File: config.mk
export PLATFORM = sky130hd
export DESIGN_NAME = misc_ctrl
export DESIGN_NICKNAME = d
export VERILOG_FILES = /design/src/design/misc_ctrl_pkg.sv /design/src/design/misc_ctrl.sv /design/src/design/pin_sync.sv /design/src/design/rom_reader.sv
export SDC_FILE = /design/constraint.sdc
export NUM_CORES = 1
export LEC_CHECK = 0
export BUFFER_PORTS_ARGS = -buffer_cell sky130_fd_sc_hd__buf_2
export CAP_MARGIN = 15
export CORE_MARGIN = 1.5
export CORE_UTILIZATION = 35
export CTS_CLUSTER_DIAMETER = 150
export DETAILED_ROUTE_END_ITERATION = 12
export PLACE_DENSITY_LB_ADDON = 0.05
export SYNTH_ARGS = -nofsm -noshare
export SYNTH_HDL_FRONTEND = slang
export SYNTH_SLANG_ARGS = --single-unit
File: constraint.sdc
create_clock -name pclk -period 2.3 [get_ports pclk]
set_input_delay 0.345 -clock pclk [delete_from_list [all_inputs] [get_ports pclk]]
set_output_delay 0.345 -clock pclk [all_outputs]
set_load 0.005 [all_outputs]
File: src/design/misc_ctrl_pkg.sv
// package: constants, types and register map for the misc control block
//****************************************************************
// What this block does
// - release internal reset once reset pin and supply good
// - serial rom clock period is 256 core cycles
// - each rom clock advances rom; sample data line
// - drive rom output enable low while reading
// - status pin low while reset applied
// - status pin forced high when self test starts
// - self test pass lowers pin, fail keeps high
// - raise timeout reset after 1e9 cycles without retire
// - timeout pulses status pin for 256 core cycles
// - bypass selects raw reference clock as core tick
//****************************************************************
package misc_ctrl_pkg;

	//****************************************************************
	// register map
	//****************************************************************
	localparam logic [7:0]  CTRL_OFS       = 8'h00;
	localparam logic [7:0]  STAT_OFS       = 8'h04;
	localparam logic [7:0]  ROMD_OFS       = 8'h08;
	localparam int          CTRL_GO_BIT    = 0;
	localparam int          CTRL_TMO_BIT   = 1;
	localparam logic [1:0]  CTRL_RESET     = 2'h2;
	localparam int          STAT_STATE_LSB = 0;
	localparam int          STAT_PASS_BIT  = 2;
	localparam int          STAT_TMO_BIT   = 3;
	localparam int          STAT_BUSY_BIT  = 4;
	localparam int          STAT_VALID_BIT = 5;
	localparam int          STAT_BYP_BIT   = 6;
	localparam int          STAT_PIN_BIT   = 7;
	localparam logic [31:0] ROMD_RESET     = 32'h0000_0000;

	//****************************************************************
	// timing counts, in core ticks, and rom word width
	//****************************************************************
	localparam int BOOT_ROM_PERIOD = 256;
	localparam int BOOT_ROM_HALF   = BOOT_ROM_PERIOD / 2;
	localparam int ROM_WORD_BITS   = 32;
	localparam int TIMEOUT_CYCLES  = 1_000_000_000;
	localparam int TOUT_PULSE      = 256;

	//****************************************************************
	// types
	//****************************************************************
	typedef enum logic [1:0] {
		ST_HOLD = 2'b00,
		ST_BUILTIN_SELF_TEST = 2'b01,
		ST_RUN  = 2'b11,
		ST_TOUT = 2'b10
	} rst_state_e;

	typedef struct packed {
		logic out;
		logic oe_n;
	} od_pin_s;

	typedef struct packed {
		logic sys_reset_n;
		logic supply_good;
		logic bypass;
		logic rom_bit;
		logic ref_p;
		logic ref_n;
		logic status_pin;
	} pin_in_s;

endpackage : misc_ctrl_pkg

File: src/design/misc_ctrl.sv
// reset hand-off, self-test status, timeout, boot rom and clock select
//
// The APB interface to the registers and the register offsets were decided locally.
`timescale 1ns/100ps
`default_nettype none
module misc_ctrl
	import misc_ctrl_pkg::*;
#(
	parameter int TIMEOUT = TIMEOUT_CYCLES,
	parameter int PULSE   = TOUT_PULSE,
	parameter int HALF    = BOOT_ROM_HALF
) (
	input  wire logic        pclk,                   // 200 MHz clock
	input  wire logic        presetn,                // async reset, low
	input  wire logic [7:0]  paddr,                  // apb address
	input  wire logic        psel,                   // apb select
	input  wire logic        penable,                // apb enable
	input  wire logic        pwrite,                 // apb direction
	input  wire logic [31:0] pwdata,                 // apb write data
	output logic      [31:0] prdata,                 // apb read data
	output logic             pready,                 // apb ready
	output logic             pslverr,                // apb error
	input  wire logic        sys_reset_n,            // board reset pin
	input  wire logic        supply_good_in,         // supply good pin
	input  wire logic        loop_bypass_sel,        // bypass pin
	input  wire logic        ref_clk_in_p,           // ref clock, true
	input  wire logic        ref_clk_in_n,           // ref clock, comp
	input  wire logic        boot_rom_serial_bit_in, // rom data pin
	input  wire logic        selftest_status_in,     // status pin level
	output od_pin_s          selftest_status_out,    // status pin drive
	output od_pin_s          boot_rom_serial_clk,    // rom clock drive
	output od_pin_s          boot_rom_out_en_n,      // rom enable drive
	input  wire logic        retire_pulse,           // instr retired
	input  wire logic        builtin_self_test_done,              // self test finished
	input  wire logic        builtin_self_test_pass,              // self test result
	output logic             builtin_self_test_start,             // self test begin
	output logic             core_reset_n,           // internal reset
	output logic             core_tick,              // core clock enable
	output logic             bypass_active           // raw clock in use
);
	localparam int TW = $clog2(TIMEOUT + 1);
	localparam int PW = $clog2(PULSE + 1);

	if (TIMEOUT < 1 || PULSE < 1 || HALF < 1) begin : g_bad_param
		$error("misc_ctrl: TIMEOUT, PULSE and HALF must be >= 1");
	end

	function automatic od_pin_s od_drive(input logic level);
		od_drive = '{out: 1'b0, oe_n: level};
	endfunction : od_drive

	//****************************************************************
	// pin synchronisers and reference clock edge
	//****************************************************************
	pin_in_s pins_raw;
	pin_in_s pins;

	assign pins_raw = '{
		sys_reset_n: sys_reset_n,
		supply_good: supply_good_in,
		bypass:      loop_bypass_sel,
		rom_bit:     boot_rom_serial_bit_in,
		ref_p:       ref_clk_in_p,
		ref_n:       ref_clk_in_n,
		status_pin:  selftest_status_in
	};

	pin_sync #(
		.WIDTH($bits(pin_in_s))
	) pin_sync_i (
		.clk   (pclk),
		.rst_n (presetn),
		.d     (pins_raw),
		.q     (pins)
	);

	logic ref_prev_reg, ref_prev_next;
	logic tick_next, byp_next;
	logic ref_rise;

	always_comb begin
		ref_prev_next = pins.ref_p & ~pins.ref_n;
		ref_rise      = ref_prev_next & ~ref_prev_reg;
		byp_next      = pins.bypass;
		tick_next     = pins.bypass ? ref_rise : 1'b1;
	end

	always_ff @(posedge pclk or negedge presetn) begin
		if (!presetn) begin
			ref_prev_reg  <= 1'b0;
			core_tick     <= 1'b0;
			bypass_active <= 1'b0;
		end else begin
			ref_prev_reg  <= ref_prev_next;
			core_tick     <= tick_next;
			bypass_active <= byp_next;
		end
	end

	//****************************************************************
	// apb registers
	//****************************************************************
	logic [1:0]  ctrl_reg, ctrl_next;
	logic        go_reg, go_next;
	logic        tmo_seen_reg, tmo_seen_next;
	logic [31:0] romd_reg, romd_next;
	logic [31:0] rdata_next;
	logic        ready_next, err_next;
	logic        setup, wr_acc, hit;
	logic        tmo_hit;
	logic        builtin_self_test_ok_reg;
	rst_state_e  state_reg;
	logic        rom_busy, rom_done;
	logic [31:0] rom_word;
	logic        rom_valid_reg, rom_valid_next;

	always_comb begin
		setup  = psel & ~penable;
		wr_acc = psel & penable & pwrite & pready;
		hit    = (paddr == CTRL_OFS) || (paddr == STAT_OFS)
			|| (paddr == ROMD_OFS);
		ready_next = setup;
		err_next   = setup & ~hit;
		rdata_next = prdata;
		if (setup) begin
			rdata_next = 32'h0000_0000;
			case (paddr)
				CTRL_OFS: begin
					rdata_next[1:0] = ctrl_reg;
				end
				STAT_OFS: begin
					rdata_next[STAT_STATE_LSB +: 2] = state_reg;
					rdata_next[STAT_PASS_BIT]  = builtin_self_test_ok_reg;
					rdata_next[STAT_TMO_BIT]   = tmo_seen_reg;
					rdata_next[STAT_BUSY_BIT]  = rom_busy;
					rdata_next[STAT_VALID_BIT] = rom_valid_reg;
					rdata_next[STAT_BYP_BIT]   = bypass_active;
					rdata_next[STAT_PIN_BIT]   = pins.status_pin;
				end
				ROMD_OFS: begin
					rdata_next = romd_reg;
				end
				default: begin
					rdata_next = 32'h0000_0000;
				end
			endcase
		end
		ctrl_next = ctrl_reg;
		go_next   = 1'b0;
		if (wr_acc && paddr == CTRL_OFS) begin
			ctrl_next = pwdata[1:0];
			go_next   = pwdata[CTRL_GO_BIT];
		end
		// a new timeout wins over a software clear
		tmo_seen_next = tmo_seen_reg;
		if (wr_acc && paddr == STAT_OFS && pwdata[STAT_TMO_BIT]) begin
			tmo_seen_next = 1'b0;
		end
		if (tmo_hit) begin
			tmo_seen_next = 1'b1;
		end
		romd_next      = rom_done ? rom_word : romd_reg;
		rom_valid_next = rom_valid_reg;
		if (go_reg) begin
			rom_valid_next = 1'b0;
		end
		if (rom_done) begin
			rom_valid_next = 1'b1;
		end
	end

	always_ff @(posedge pclk or negedge presetn) begin
		if (!presetn) begin
			ctrl_reg      <= CTRL_RESET;
			go_reg        <= 1'b0;
			tmo_seen_reg  <= 1'b0;
			romd_reg      <= ROMD_RESET;
			rom_valid_reg <= 1'b0;
			prdata        <= 32'h0000_0000;
			pready        <= 1'b0;
			pslverr       <= 1'b0;
		end else begin
			ctrl_reg      <= ctrl_next;
			go_reg        <= go_next;
			tmo_seen_reg  <= tmo_seen_next;
			romd_reg      <= romd_next;
			rom_valid_reg <= rom_valid_next;
			prdata        <= rdata_next;
			pready        <= ready_next;
			pslverr       <= err_next;
		end
	end

	//****************************************************************
	// reset sequence, self test and timeout
	//****************************************************************
	rst_state_e     state_next;
	logic [TW-1:0]  tcnt_reg, tcnt_next;
	logic [PW-1:0]  pcnt_reg, pcnt_next;
	logic           builtin_self_test_ok_next, start_next, crst_next;
	logic           stat_lvl;
	logic           sys_ok;

	always_comb begin
		sys_ok       = pins.sys_reset_n & pins.supply_good;
		state_next   = state_reg;
		tcnt_next    = tcnt_reg;
		pcnt_next    = pcnt_reg;
		builtin_self_test_ok_next = builtin_self_test_ok_reg;
		start_next   = 1'b0;
		tmo_hit      = 1'b0;
		case (state_reg)
			ST_HOLD: begin
				if (sys_ok) begin
					state_next   = ST_BUILTIN_SELF_TEST;
					start_next   = 1'b1;
					builtin_self_test_ok_next = 1'b0;
				end
			end
			ST_BUILTIN_SELF_TEST: begin
				if (builtin_self_test_done) begin
					builtin_self_test_ok_next = builtin_self_test_pass;
					state_next   = ST_RUN;
					tcnt_next    = '0;
				end
			end
			ST_RUN: begin
				if (retire_pulse || !ctrl_reg[CTRL_TMO_BIT]) begin
					tcnt_next = '0;
				end else if (core_tick) begin
					if (tcnt_reg == TW'(TIMEOUT - 1)) begin
						tmo_hit    = 1'b1;
						state_next = ST_TOUT;
						pcnt_next  = '0;
					end else begin
						tcnt_next = tcnt_reg + TW'(1);
					end
				end
			end
			ST_TOUT: begin
				if (core_tick) begin
					if (pcnt_reg == PW'(PULSE - 1)) begin
						state_next = ST_HOLD;
					end else begin
						pcnt_next = pcnt_reg + PW'(1);
					end
				end
			end
			default: begin
				state_next = ST_HOLD;
			end
		endcase
		if (!sys_ok) begin
			state_next = ST_HOLD;
			tcnt_next  = '0;
		end
		crst_next = (state_next == ST_BUILTIN_SELF_TEST) || (state_next == ST_RUN);
		case (state_next)
			ST_HOLD: stat_lvl = 1'b0;
			ST_BUILTIN_SELF_TEST: stat_lvl = 1'b1;
			ST_RUN:  stat_lvl = ~builtin_self_test_ok_next;
			ST_TOUT: stat_lvl = 1'b1;
			default: stat_lvl = 1'b0;
		endcase
	end

	always_ff @(posedge pclk or negedge presetn) begin
		if (!presetn) begin
			state_reg           <= ST_HOLD;
			tcnt_reg            <= '0;
			pcnt_reg            <= '0;
			builtin_self_test_ok_reg         <= 1'b0;
			builtin_self_test_start          <= 1'b0;
			core_reset_n        <= 1'b0;
			selftest_status_out <= '{out: 1'b0, oe_n: 1'b0};
		end else begin
			state_reg           <= state_next;
			tcnt_reg            <= tcnt_next;
			pcnt_reg            <= pcnt_next;
			builtin_self_test_ok_reg         <= builtin_self_test_ok_next;
			builtin_self_test_start          <= start_next;
			core_reset_n        <= crst_next;
			selftest_status_out <= od_drive(stat_lvl);
		end
	end

	//****************************************************************
	// serial boot rom
	//****************************************************************
	logic rom_clk_lvl, rom_oe_n_lvl;

	rom_reader #(
		.HALF_TICKS (HALF),
		.WORD_BITS  (ROM_WORD_BITS)
	) rom_reader_i (
		.clk       (pclk),
		.rst_n     (presetn),
		.tick      (core_tick),
		.go        (go_reg),
		.bit_in    (pins.rom_bit),
		.clk_lvl   (rom_clk_lvl),
		.oe_n_lvl  (rom_oe_n_lvl),
		.busy      (rom_busy),
		.word      (rom_word),
		.word_done (rom_done)
	);

	always_ff @(posedge pclk or negedge presetn) begin
		if (!presetn) begin
			boot_rom_serial_clk <= '{out: 1'b0, oe_n: 1'b0};
			boot_rom_out_en_n   <= '{out: 1'b0, oe_n: 1'b1};
		end else begin
			boot_rom_serial_clk <= od_drive(rom_clk_lvl);
			boot_rom_out_en_n   <= od_drive(rom_oe_n_lvl);
		end
	end
endmodule : misc_ctrl
`default_nettype wire

File: src/design/pin_sync.sv
// two-stage synchroniser for a group of pins
`timescale 1ns/100ps
`default_nettype none
module pin_sync #(
	parameter int WIDTH = 1
) (
	input  wire logic             clk,    // sampling clock
	input  wire logic             rst_n,  // async reset, low
	input  wire logic [WIDTH-1:0] d,      // raw pins
	output logic      [WIDTH-1:0] q       // synchronised
);
	logic [WIDTH-1:0] meta_reg;
	logic [WIDTH-1:0] meta_next;
	logic [WIDTH-1:0] q_next;

	if (WIDTH < 1) begin : g_bad_width
		$error("pin_sync: WIDTH must be at least 1");
	end

	always_comb begin
		meta_next = d;
		q_next    = meta_reg;
	end

	always_ff @(posedge clk or negedge rst_n) begin
		if (!rst_n) begin
			meta_reg <= '0;
			q        <= '0;
		end else begin
			meta_reg <= meta_next;
			q        <= q_next;
		end
	end
endmodule : pin_sync
`default_nettype wire

File: src/design/rom_reader.sv
// serial boot rom bit reader with clock divider
`timescale 1ns/100ps
`default_nettype none
module rom_reader
	import misc_ctrl_pkg::*;
#(
	parameter int HALF_TICKS = BOOT_ROM_HALF,
	parameter int WORD_BITS  = ROM_WORD_BITS
) (
	input  wire logic                 clk,        // pclk
	input  wire logic                 rst_n,      // async reset, low
	input  wire logic                 tick,       // core tick enable
	input  wire logic                 go,         // start one word
	input  wire logic                 bit_in,     // synced rom data
	output logic                      clk_lvl,    // rom clock level
	output logic                      oe_n_lvl,   // rom enable, low
	output logic                      busy,       // word in progress
	output logic      [WORD_BITS-1:0] word,       // shifted word
	output logic                      word_done   // one-cycle pulse
);
	localparam int HW = $clog2(HALF_TICKS + 1);
	localparam int BW = $clog2(WORD_BITS + 1);

	logic [HW-1:0]        half_reg, half_next;
	logic [BW-1:0]        bits_reg, bits_next;
	logic                 clk_next, busy_next, done_next;
	logic [WORD_BITS-1:0] word_next;

	if (HALF_TICKS < 1 || WORD_BITS < 1) begin : g_bad_param
		$error("rom_reader: HALF_TICKS and WORD_BITS must be >= 1");
	end

	always_comb begin
		half_next = half_reg;
		bits_next = bits_reg;
		clk_next  = clk_lvl;
		busy_next = busy;
		word_next = word;
		done_next = 1'b0;
		if (!busy) begin
			if (go) begin
				busy_next = 1'b1;
				clk_next  = 1'b0;
				half_next = '0;
				bits_next = '0;
			end
		end else if (tick) begin
			if (half_reg == HW'(HALF_TICKS - 1)) begin
				half_next = '0;
				if (!clk_lvl) begin
					// sample just before the rising edge
					word_next = {word[WORD_BITS-2:0], bit_in};
					bits_next = bits_reg + BW'(1);
					if (bits_reg == BW'(WORD_BITS - 1)) begin
						busy_next = 1'b0;
						done_next = 1'b1;
					end else begin
						clk_next = 1'b1;
					end
				end else begin
					clk_next = 1'b0;
				end
			end else begin
				half_next = half_reg + HW'(1);
			end
		end
	end

	always_ff @(posedge clk or negedge rst_n) begin
		if (!rst_n) begin
			half_reg  <= '0;
			bits_reg  <= '0;
			clk_lvl   <= 1'b0;
			oe_n_lvl  <= 1'b1;
			busy      <= 1'b0;
			word      <= '0;
			word_done <= 1'b0;
		end else begin
			half_reg  <= half_next;
			bits_reg  <= bits_next;
			clk_lvl   <= clk_next;
			oe_n_lvl  <= ~busy_next;
			busy      <= busy_next;
			word      <= word_next;
			word_done <= done_next;
		end
	end
endmodule : rom_reader
`default_nettype wire

==> impl_metrics.py <==
metrics = {
    "status": {
        "status": "finished, final reports clean",
    },
    "synth": {
        "yosys_warnings": 0,
        "yosysMostFrequentCell": "dfrtp_1",
        "synthTopCellsByCount": "dfrtp_1 (181), nand2_1 (87), nor2_1 (56), nand3_1 (46), mux2_2 (44)",
        "synthCells": 721,
        "avgSynthCellArea_um2": 11.2,
        "async_flop_share_pct": 100,
        "synth-edff-count": 0,
        "synth-seq-cells": 184,
        "yosysTopAreaCell": "dfrtp_1",
        "netlist.area_leader.share_pct": 55.9,
        "ys_types": 63,
        "syn_area_mm2": 0.00810,
        "ys_seq_area_share_pct": 56.9,
        "yosys-top-cells-area": "dfrtp_1 (56%), mux2_2 (6.1%), nand2_1 (4.0%)",
        "ys.flop_type": "dfrtp_1",
    },
    "die": {
        "design.core.area_mm2": 0.0226,
        "die_area_mm2": 0.0241,
        "die_y_um": 155,
        "row_count": 55,
        "ioPinCount": 99,
        "initial_core_util_pct": 35.8,
        "die_w_um": 155,
    },
    "finish": {
        "fill_cells": 2165,
        "diodes": 0,
        "fin_nets": 882,
        "register_area_mm2": 0.00461,
        "area_growth_pct": 19.1,
        "multi_input_area_mm2": 0.00331,
        "post_route_cells_drive_above_1_share_pct": 25.3,
    },
    "sta": {
        "min_period_ns": 2.14,
        "fin_crit_sh_pct": 92.9,
        "fin_skew_ns": 0.0105,
        "hold_viol": 0,
        "setup_violations": 0,
        "fmax_ghz": 0.468,
        "tns_ns": 0,
        "rsz0062_at_grt": "false",
        "maxSlewHeadroom_pct": 51.2,
        "tightest_slew_ns": 0.731,
        "slew_violations": 0,
    },
    "worst_setup_path": {
        "critPathLaunchType": "flop",
        "reg2regPathDepth": 8,
        "crit_family": "simple AND/OR/NAND/NOR gates",
        "slowest_delay_ns": 0.46,
        "critPathBufInv": 0,
        "cpMaxStageDelayCell": "dfrtp_1",
        "rr_endpoint": "selftest_status_out[0]",
        "r2r_slack_ns": 0.16,
        "cp_data_arrival_time_ns": 2.45,
        "crit_fanout": 6,
        "path_cells": "nand4_1 > or2_2 > nor3_2 > and3_1 > or3_1 > ha_1 > a31oi_1 > nor2_1",
        "crit_type": "flop to flop",
        "critPathRequiredTime_ns": 2.61,
        "cp-end-kind": "flop",
        "r2r-start": "tcnt_reg[7]",
    },
    "global_route": {
        "grt_max_degree": 58,
        "grt_overflow": 0,
        "grt_pass1_wl_mm": 31.5,
        "grt_pass1_vias": 6038,
        "antenna_found_initial": 0,
        "grtUsageTotal_pct": 16.6,
    },
    "pwr": {
        "max-vdd-ir-drop_v": 0.000354,
        "p_leak_nw": 4.78,
        "power_density_mw_per_mm2": 700,
        "power.total_mw": 6.75,
    },
    "detailed_routing": {
        "vias_per_cell": 5.13,
        "wire_per_inst_um": 16.7,
        "first_pass_iters": 5,
        "drt_iter0_drc": 242,
        "drc": 0,
        "num_vias": 5735,
        "antenna_left": 0,
        "drt-total-wl_mm": 18.7,
    },
    "clock_network": {
        "htree_levels": 4,
        "post_cts_buffers": 0,
        "clock_path_buffers": 2,
        "cts_root_buffer": "clkbuf_16",
        "insertion_delay_ns": 0.43,
        "clock_sinks": 184,
        "clk_pin_slew_ns": 0.08,
        "cts_buffers": 17,
        "cts_tree": "built",
    },
    "placed_design": {
        "io_buffers": 66,
        "gp_congestion": 0.777,
        "dpl.hpwl_mm": 13.0,
    },
    "worst_hold_path": {
        "min_to": "pin_sync_i.meta_reg[3]",
        "hp-start": "boot_rom_serial_bit_in",
        "hold_path.class": "input port to flop",
        "whs_path_depth": 1,
    },
    "run": {
        "cap_violations": 0,
    },
}
[layout by cell type (no fill, tap or decap), types with 15 or more instances in the layout]
master and count:
dfrtp_1 181, nand2_1 87, buf_2 65, nor2_1 55, nand3_1 46, mux2_2 44, buf_4 37, a21oi_1 22
mux2_1 22, o21ai_0 18, clkbuf_16 17, nand4_1 15
[worst max path at each step]
stage | startpoint | endpoint | slack [ns] | depth (start not counted)
2_1_floorplan | tcnt_reg[0] | selftest_status_out[0] | 0.20 | 9
3_3_place_gp | tcnt_reg[18] | selftest_status_out[0] | 0.14 | 8
3_5_place_dp | tcnt_reg[18] | pcnt_reg[5] | 0.10 | 6
4_1_cts | tcnt_reg[18] | pcnt_reg[5] | 0.07 | 6
5_1_grt | tcnt_reg[18] | selftest_status_out[0] | 0.007 | 8
6_report | tcnt_reg[7] | selftest_status_out[0] | 0.16 | 8
[report_power, final]
group | switching [mW] | internal [mW] | total (mW)
clock | 1.39 | 1.66 | 3.05
combinational | 0.216 | 0.128 | 0.344
sequential | 0.0531 | 3.30 | 3.36
[cell families after synthesis]
logic type	Yosys count	share of synthesized area, %
AND/OR/NAND/NOR	291	19.2
flip-flops	184	56.9
AO/OA/AOI/OAI	106	8.40
multiplexers	71	9.79
buffers and inverters	44	2.75
XOR/XNOR	17	1.84
adder cells (fa/ha/maj)	7	1.08
other	1	0.0463
[layer usage]
layer / global-route usage [%] / share of wire (%)
met5: 0 / 0
met4: 4.62 / 1.2
met3: 3.65 / 3.2
met2: 28.4 / 49
met1: 21.2 / 47
[layout make-up]
class | instances | area share, %
Inverter | 11 | 0.428
Sequential cell | 184 | 47.8
Multi-Input combinational cell | 495 | 34.3
Tap cell | 285 | 3.70
Clock inverter | 14 | 1.88
Clock buffer | 18 | 4.45
Timing Repair Buffer | 111 | 7.53
[timing repair]
action	4_1_cts	5_1_grt
endpoints found under the hold margin	53	0
hold buffers	5	0
endpoints found under the setup margin	0	10
gates resized for setup	0	6
[metrics by stage]
stage               utilization (%)  setup slack (ns)  area [um2]  std cells  hold slack [ns]
floorplan                         -             0.201        8110        723           0.0494
global placement               39.6             0.138        8960       1081            0.337
finish                         42.6             0.163        9650       1118           0.0236
CTS                            42.5            0.0697        9620       1118          0.00255
detailed placement             39.6             0.101        8960       1081            0.335
global route                   42.6           0.00713        9650       1118          0.00187
Power figures use the tool's default switching activity.
